===== src/hdl/fcwd_pkg.sv =====
/*
  Package for the fieldbus control word decoder: bit positions of the
  command word, stop mode encoding, widths and reset values.
  Assumes nothing beyond a SystemVerilog compiler.
*/
package fcwd_pkg;

  localparam int unsigned WORD_W   = 32;
  localparam int unsigned LOW_W    = 16;
  localparam int unsigned USER_W   = 4;

  localparam logic [31:0] WORD_RESET = 32'h0000_0000;

  // Bit positions inside the fieldbus command word
  localparam int unsigned B_STOP      = 0;
  localparam int unsigned B_START     = 1;
  localparam int unsigned B_REVERSE   = 2;
  localparam int unsigned B_FAULT_CLR = 4;
  localparam int unsigned B_EXT_LOC   = 5;
  localparam int unsigned B_RUN_DIS   = 6;
  localparam int unsigned B_STOP_NORM = 7;
  localparam int unsigned B_STOP_EMER = 8;
  localparam int unsigned B_STOP_FREE = 9;
  localparam int unsigned B_ACCEL_SET = 10;
  localparam int unsigned B_RAMP_OUT0 = 11;
  localparam int unsigned B_RAMP_HOLD = 12;
  localparam int unsigned B_RAMP_IN0  = 13;
  localparam int unsigned B_LOC_LOCK  = 14;
  localparam int unsigned B_TORQ_SET  = 15;
  localparam int unsigned B_TAKE_CMD  = 16;
  localparam int unsigned B_TAKE_SP   = 17;
  localparam int unsigned B_USER_LO   = 22;

  typedef enum logic [1:0] {
    FCWD_STOP_PARAM = 2'b00,
    FCWD_STOP_NORM  = 2'b01,
    FCWD_STOP_EMER  = 2'b10,
    FCWD_STOP_FREE  = 2'b11
  } fcwd_stop_mode_t;

endpackage


===== src/hdl/fcwd_decoder.sv =====
/*
  Fieldbus control word decoder: stores the 32-bit command word and turns
  it into registered drive commands for motor control and parameter logic.
  Assumes the writer, the configuration inputs and the fault flag all run
  on mclk; none of them is synchronised here.
*/
// Contract
// - Command bits 0-15 copied unchanged to drive word
// - Bit 0 stops, bit 1 starts, zeros idle
// - Direction is bit 2 xor reference sign
// - Rising bit 4 clears active fault
// - Bus run source: bit 6 high disables running
// - Bits 7-9 pick stop mode, else parameter
// - Bus ramp source: bit 10 picks set 2
// - Bit 14 high blocks switching to local
// - Bus torque source: bit 15 picks set 2
// - Bit 16 high takes local command control
// - Bit 17 high takes local setpoint control
// - Bits 22-25 are free user bits
// - Bits 11-13 zero output, hold, zero input
`timescale 1ns/1ps
module fcwd_decoder
  import fcwd_pkg::*;
(
  input  wire logic                  mclk,                 // 25 MHz clock
  input  wire logic                  rst_n,                // Sync reset
  input  wire logic                  cmd_write,            // Word strobe
  input  wire logic [WORD_W-1:0]     fieldbus_command_word, // Word data
  input  wire logic                  reference_negative,   // Ref sign
  input  wire logic                  fault_active,         // Fault present
  input  wire logic                  run_from_bus,         // Run src bus
  input  wire logic                  run_enable_other,     // Other run src
  input  wire logic                  ramp_from_bus,        // Ramp src bus
  input  wire logic                  ramp_set_param,       // Param ramp set
  input  wire logic                  torque_from_bus,      // Torq src bus
  input  wire logic                  torque_set_param,     // Param torq set
  input  wire logic                  location_from_bus,    // Loc src bus
  input  wire logic                  location_param,       // Param location
  input  wire fcwd_pkg::fcwd_stop_mode_t param_stop_mode,  // Config stop
  output logic [LOW_W-1:0]           drive_control_word,   // Bits 0-15
  output logic                       stop_request,         // Stop level
  output logic                       start_request,        // Start level
  output logic                       motor_reverse,        // 1 = reverse
  output logic                       fault_clear,          // 1-cycle pulse
  output logic                       run_enable,           // Run granted
  output logic                       stop_normal_slope,    // Bit 7 copy
  output logic                       stop_emergency_slope, // Bit 8 copy
  output logic                       stop_freewheel,       // Bit 9 copy
  output fcwd_pkg::fcwd_stop_mode_t  stop_mode,            // Effective mode
  output logic                       accel_set_select,     // 1 = set 2
  output logic                       ramp_out_zero,        // Ramp out to 0
  output logic                       ramp_hold,            // Freeze ramp
  output logic                       ramp_in_zero,         // Ramp in to 0
  output logic                       local_lock,           // Block local
  output logic                       torque_set_select,    // 1 = set 2
  output logic                       take_local_command,   // Steal control
  output logic                       take_local_setpoint,  // Steal ref
  output logic [USER_W-1:0]          user_bits,            // Free bits
  output logic                       external_location_select // 1 = loc 2
);

  logic [WORD_W-1:0]  word;
  logic               fault_bit_prev;
  fcwd_stop_mode_t    next_stop_mode;

  // Bits 18-21 and 26-31 are stored but no logic below reads them; bit 3 only goes to drive_control_word
  fcwd_word_store
  #(
    .WIDTH   (WORD_W),
    .INIT    (WORD_RESET)
  )
  fcwd_word_store_i
  (
    .mclk    (mclk),
    .rst_n   (rst_n),
    .wr_en   (cmd_write),
    .wr_data (fieldbus_command_word),
    .rd_data (word)
  );

  // Coast wins over emergency, emergency over normal: the harder stop is
  // the safer reading when the master sets more than one request bit.
  always_comb
  begin
    if (word[B_STOP_FREE])
      next_stop_mode = FCWD_STOP_FREE;
    else if (word[B_STOP_EMER])
      next_stop_mode = FCWD_STOP_EMER;
    else if (word[B_STOP_NORM])
      next_stop_mode = FCWD_STOP_NORM;
    else
      next_stop_mode = param_stop_mode;
  end

  always_ff @(posedge mclk)
  begin
    if (!rst_n)
      drive_control_word <= '0;
    else
      drive_control_word <= word[LOW_W-1:0];
  end

  always_ff @(posedge mclk)
  begin
    if (!rst_n)
    begin
      stop_request  <= 1'b0;
      start_request <= 1'b0;
      stop_mode     <= FCWD_STOP_PARAM;
    end
    else
    begin
      stop_request  <= word[B_STOP];
      start_request <= word[B_START];
      stop_mode     <= next_stop_mode;
    end
  end

  always_ff @(posedge mclk)
  begin
    if (!rst_n)
    begin
      stop_normal_slope    <= 1'b0;
      stop_emergency_slope <= 1'b0;
      stop_freewheel       <= 1'b0;
    end
    else
    begin
      stop_normal_slope    <= word[B_STOP_NORM];
      stop_emergency_slope <= word[B_STOP_EMER];
      stop_freewheel       <= word[B_STOP_FREE];
    end
  end

  always_ff @(posedge mclk)
  begin
    if (!rst_n)
      motor_reverse <= 1'b0;
    else
      motor_reverse <= word[B_REVERSE] ^ reference_negative;
  end

  // Edge is taken on the stored word, so rewriting the same 1 never
  // clears a second fault; the master must write 0 first.
  always_ff @(posedge mclk)
  begin
    if (!rst_n)
    begin
      fault_bit_prev <= 1'b0;
      fault_clear    <= 1'b0;
    end
    else
    begin
      fault_bit_prev <= word[B_FAULT_CLR];
      fault_clear    <= word[B_FAULT_CLR] & ~fault_bit_prev
                        & fault_active;
    end
  end

  always_ff @(posedge mclk)
  begin
    if (!rst_n)
      run_enable <= 1'b0;
    else if (run_from_bus)
      run_enable <= ~word[B_RUN_DIS];
    else
      run_enable <= run_enable_other;
  end

  always_ff @(posedge mclk)
  begin
    if (!rst_n)
    begin
      accel_set_select         <= 1'b0;
      torque_set_select        <= 1'b0;
      external_location_select <= 1'b0;
    end
    else
    begin
      accel_set_select  <= ramp_from_bus ? word[B_ACCEL_SET]
                                         : ramp_set_param;
      torque_set_select <= torque_from_bus ? word[B_TORQ_SET]
                                           : torque_set_param;
      external_location_select <= location_from_bus ? word[B_EXT_LOC]
                                                    : location_param;
    end
  end

  always_ff @(posedge mclk)
  begin
    if (!rst_n)
    begin
      ramp_out_zero <= 1'b0;
      ramp_hold     <= 1'b0;
      ramp_in_zero  <= 1'b0;
    end
    else
    begin
      ramp_out_zero <= word[B_RAMP_OUT0];
      ramp_hold     <= word[B_RAMP_HOLD];
      ramp_in_zero  <= word[B_RAMP_IN0];
    end
  end

  always_ff @(posedge mclk)
  begin
    if (!rst_n)
    begin
      local_lock          <= 1'b0;
      take_local_command  <= 1'b0;
      take_local_setpoint <= 1'b0;
    end
    else
    begin
      local_lock          <= word[B_LOC_LOCK];
      take_local_command  <= word[B_TAKE_CMD];
      take_local_setpoint <= word[B_TAKE_SP];
    end
  end

  always_ff @(posedge mclk)
  begin
    if (!rst_n)
      user_bits <= '0;
    else
      user_bits <= word[B_USER_LO +: USER_W];
  end

endmodule


===== src/hdl/fcwd_word_store.sv =====
/*
  Holding register for the last command word written by the master.
  Read data come straight out of the register. Same clock as the writer.
*/
`timescale 1ns/1ps
module fcwd_word_store
#(
  parameter int unsigned         WIDTH = 32,
  parameter logic [WIDTH-1:0]    INIT  = '0
)
(
  input  wire logic              mclk,     // System clock
  input  wire logic              rst_n,    // Synchronous reset
  input  wire logic              wr_en,    // Write strobe
  input  wire logic [WIDTH-1:0]  wr_data,  // Word to store
  output logic      [WIDTH-1:0]  rd_data   // Stored word
);

  always_ff @(posedge mclk)
  begin
    if (!rst_n)
      rd_data <= INIT;
    else if (wr_en)
      rd_data <= wr_data;
  end

endmodule


===== config.mk =====
export PLATFORM = sky130hd
export DESIGN_NAME = fcwd_decoder
export DESIGN_NICKNAME = d
export VERILOG_FILES = /design/src/hdl/fcwd_pkg.sv /design/src/hdl/fcwd_decoder.sv /design/src/hdl/fcwd_word_store.sv
export SDC_FILE = /design/constraint.sdc
export NUM_CORES = 1
export LEC_CHECK = 0
export ABC_AREA = 1
export BUFFER_PORTS_ARGS = -buffer_cell sky130_fd_sc_hd__buf_2
export CAP_MARGIN = 5
export CORE_ASPECT_RATIO = 0.75
export CORE_MARGIN = 2
export CORE_UTILIZATION = 44
export DETAILED_ROUTE_END_ITERATION = 8
export PLACE_DENSITY = 0.87
export REMOVE_ABC_BUFFERS = 1
export SYNTH_ARGS = -nofsm -noshare
export SYNTH_HDL_FRONTEND = slang
export SYNTH_SLANG_ARGS = --single-unit

===== constraint.sdc =====
create_clock -name mclk -period 0.8 [get_ports mclk]
set_input_delay 0.04 -clock mclk [delete_from_list [all_inputs] [get_ports mclk]]
set_output_delay 0.04 -clock mclk [all_outputs]
set_load 0.05 [all_outputs]

Word level (Yosys, flattened, before mapping)
Cells that the tools add are included.
- flip-flop bits (word level): 66
- output and inout bits: 39
- logic and storage cells: 34
- mux-type cells: 7
- bitwise operators: 5
- operator list (operator ; count):
    2-to-1 mux 2 bit ; 3
    2-to-1 mux 1 bit ; 4
    AND 1 bit ; 2
    NOT 1 bit ; 2
    XOR 1 bit ; 1

Logic depth before layout (Yosys ltp)
- word-level depth: 3
- mapped depth: 5
- mapped depth without buffers: 4

Cells and area by module
A second synthesis with hierarchy kept.
- cell total of the unflattened synthesis: 321
- area, all modules: 2341.0 um^2
- modules (own cells, without submodules) (module ; instances ; cells each ; area an instance (um^2) ; sequential area each (um^2)):
    fcwd_word_store ; 1 ; 202 ; 1335.0 ; 640.6
    fcwd_decoder ; 1 ; 119 ; 1006.0 ; 600.6

Worst setup path before layout
Ideal clock, no wire load.
- kind: register to output
- start point: register drive_control_word[0]
- end point: output drive_control_word[0]
- arrival: 0.894 ns
- setup slack: -0.134 ns
- cell stages (with the launch flop): 2
- path through: dfxtp_1 > buf_4
- RTL lines (item ; line ; source):
    start: declaration ; fcwd_decoder.sv:40 ; output logic [LOW_W-1:0] drive_control_word,
    start signal: assignment ; fcwd_decoder.sv:100 ; drive_control_word <= word[LOW_W-1:0];
No word-level cell between the ends.

==> summary.md <==
The run gives 2 as the maximum number of buffers from clock root to sink. The run gives 0 as the number of antenna violations at the first check in global routing. The largest individual stage delay along the critical path comes from the cell sky130_fd_sc_hd__dfxtp_4.

The tools report the number of buffers added for setup after CTS as 0. The flow ran to the end, but the final reports show violations. Summing all placed instances gives a cell area of 2120 um^2.

The area of the multi-input gates is 460 um^2. Summing all non-filler instances in the final layout gives an area of 2980 um^2. The worst hold path belongs to the class in2reg. The share of cells above drive strength 1 is 0.381, and the worst slew slack as a fraction of its limit is 0.862.

Across the run, the number of max-cap violations was 0. For this block, the via count after detailed routing is 1,660. STA classifies the critical path endpoint as an output pin.

The cell chosen for the clock root is sky130_fd_sc_hd__clkbuf_8. Clock transition at the register clock pins on the worst setup and hold paths after CTS: 90 ps. In the layout the commonest cells are 57 x sky130_fd_sc_hd__nor2_1, 36 x sky130_fd_sc_hd__buf_2, 33 x sky130_fd_sc_hd__dlygate4sd3_1, 31 x sky130_fd_sc_hd__nand2_1, 31 x sky130_fd_sc_hd__buf_8.

Setup repair after global routing could not meet its margin everywhere. Measured in cells, the most critical reg-to-reg path has a length of 2. For the worst path arrival time, the log shows 830 ps. Clock latency on the worst-skew pair, taken at its later pin, is 300 ps.

The starting density of the core is 0.467, and the via count of the first global-routing pass is 1,653. The placed wire-length estimate was 2380 um; the post-synthesis cell count was 214. In this run, the number of DRC markers left after iteration 0 of detailed routing was 63.

The signal on the critical path passes through buf_8. At the worst endpoint, the required time is 760 ps. Average cell area after synthesis: 8.09 um^2. The count of nets left with antenna violations once routing finished came out at 0.

Of all nets on the critical path, the largest fanout is 2. The tools report the fill cell instance count of the final layout as 226. The total wire length after detailed routing is 4780 um. Share of the cycle needed by the critical path after routing: 1.08. The number of H-tree levels was 2; the critical path depth in cells was 1. At the end of routability-driven placement, the weighted congestion stood at 0.675. The tools report the synthesis warning total as 0.

Number of remaining DRC errors: 0. Using the TritonRoute via totals, the vias-per-cell ratio works out to 4.49. For this design the static power due to leakage is 0.00154 uW. The tools report the largest clock skew in the final design as 7.53 ps. Across the VDD grid, the largest voltage drop is 0.00154 V. The instance count along the most critical hold path is 5, and the total power of the final layout is 5870 uW. Summed over all layers, the global routing overflow is 0. The logs give -67.6 ps for the worst-case setup margin in the final layout and 86 for the number of placed I/O pins. In the final routed layout, each cell accounts on average for 12.9 um. The synthesized cell area came out at 1730 um^2. The area growth from synthesis to layout works out to 72.2%. The number of clock buffers added by TritonCTS is 5. The overall routing resource usage came out at 0.215.

Leading cell type in the layout, fill and taps excluded: sky130_fd_sc_hd__nor2_1. Nature of the critical path startpoint: a register. The floorplan step defined a core boundary enclosing 3710 um^2. Entering global routing, the biggest net connects 27 pins. TritonCTS built the clock tree.

Based on the critical path, the design can be clocked at up to 1150 MHz. The measured slew at the worst slew-check pin was 205 ps; the number of antenna diodes was 0. The first TritonRoute pass finished after 4 iterations. The floorplan has 19 rows.

After synthesis, the netlist uses 10 different library cells. The checks that failed: negative setup slack. The tools report the hold violation total from the final report as 0. The count of final max-slew check failures is 0.

The synthesized design contains 52 register bits. The run gives 4460 um^2 as the die area. The tools report the area taken by flip-flops and latches as 1090 um^2. The first global-routing pass estimated 7370 um of wire. The total number of clock tree sinks was 52. Proportion of synthesized chip area in sequential cells: 0.602. The critical path buffer and inverter count was 1; the clock period minus worst slack was 868 ps. For this run, the post-layout net count is 364. For this run, the slowest stage of the critical path takes 380 ps.

The horizontal die dimension is 76.4 um. From bottom edge to top edge, the die measures 58.3 um. The critical path in this run is classified as reg2out. During placement, the flow inserted port buffers numbering 75.

For this design the ratio of total power to cell area is 1970 nW/um^2. Setup violations remaining at the end of the flow were counted as 39. The cell class contributing the biggest share of worst-path delay was flip-flops.
-- Yosys cell counts --
library cell	count	area, um^2
sky130_fd_sc_hd__nor2_1	57	214
sky130_fd_sc_hd__dfxtp_1	52	1040
sky130_fd_sc_hd__nand2_1	31	116
sky130_fd_sc_hd__inv_1	28	105
sky130_fd_sc_hd__o21ai_0	25	125
sky130_fd_sc_hd__buf_4	10	75.1
sky130_fd_sc_hd__buf_2	7	35.0
sky130_fd_sc_hd__clkbuf_2	2	10.0
sky130_fd_sc_hd__a21oi_1	1	5.00
sky130_fd_sc_hd__inv_2	1	3.75
-- report_power, final --
part | internal, uW | switching, uW | leakage, uW
Sequential | 2750 | 108 | 0.000443
Combinational | 524 | 634 | 0.00103
Clock | 1020 | 828 | 0.0000614
Total | 4300 | 1570 | 0.00154
-- per-layer routing --
metal / routed length (um) / up-vias / track usage
met5: 0 / - / 0
met4: 131 / 0 / 0.0753
met1: 1770 / 741 / 0.207
met2: 2560 / 74 / 0.445
met3: 321 / 13 / 0.0598
li1: - / 832 / -
-- state kept, by name, summed over array words and instances, names as in the netlist --
signal	cells
run_enable	1
user_bits	4
take_local_setpoint	1
motor_reverse	1
external_location_select	1
torque_set_select	1
stop_mode	2
drive_control_word	16
fcwd_word_store_i.rd_data	22
accel_set_select	1
fault_clear	1
take_local_command	1
-- layout make-up --
class	count	share of cell area
clock buffer	6	0.0277
clock inverter	2	0.0130
inverter	29	0.0365
multi-input combinational	114	0.154
sequential	52	0.367
tap	52	0.0218
timing repair buffer	115	0.380
-- cell families (layout without fill, tap and decap cells) --
group	Yosys count	in the layout	synth area share
buffers and inverters	48	152	0.132
DFF	52	52	0.602
and+or+nand+nor	88	88	0.191
AOI/OAI and AO/OA	26	26	0.0752
-- worst paths after layout --
check / startpoint / to / slack, ps
setup / recovery: drive_control_word[11]$_SDFF_PN0_ / ramp_out_zero / -70
hold reg to reg: fcwd_word_store_i.rd_data[3]$_SDFFE_PN0P_ / drive_control_word[3]$_SDFF_PN0_ / 420
hold / removal: param_stop_mode[0] / stop_mode[0]$_SDFF_PN0_ / 30
setup reg to reg: fcwd_word_store_i.rd_data[15]$_SDFFE_PN0P_ / fcwd_word_store_i.rd_data[15]$_SDFFE_PN0P_ / 110
-- repair_timing --
action                                  4_1_cts  5_1_grt
hold endpoints to repair                     29        0
hold buffers                                 33        0
endpoints found under the setup margin       39       40
gates resized for setup                     121       25
cloned                                        0        0
-- through the flow --
step	TNS [ps]	util	cells	setup WS, ps	hold WS, ps
6_report	-1490	0.804	370	-67.6	32.3
3_5_place_dp	0	0.571	329	34.6	266
3_3_place_gp	0	0.571	329	78.0	260
5_1_grt	-2800	0.804	370	-104	66.8
4_1_cts	-1700	0.781	370	-72.2	16.6
2_1_floorplan	-2710	-	195	-149	138
Note: power is estimated with default switching activity, not from simulation.
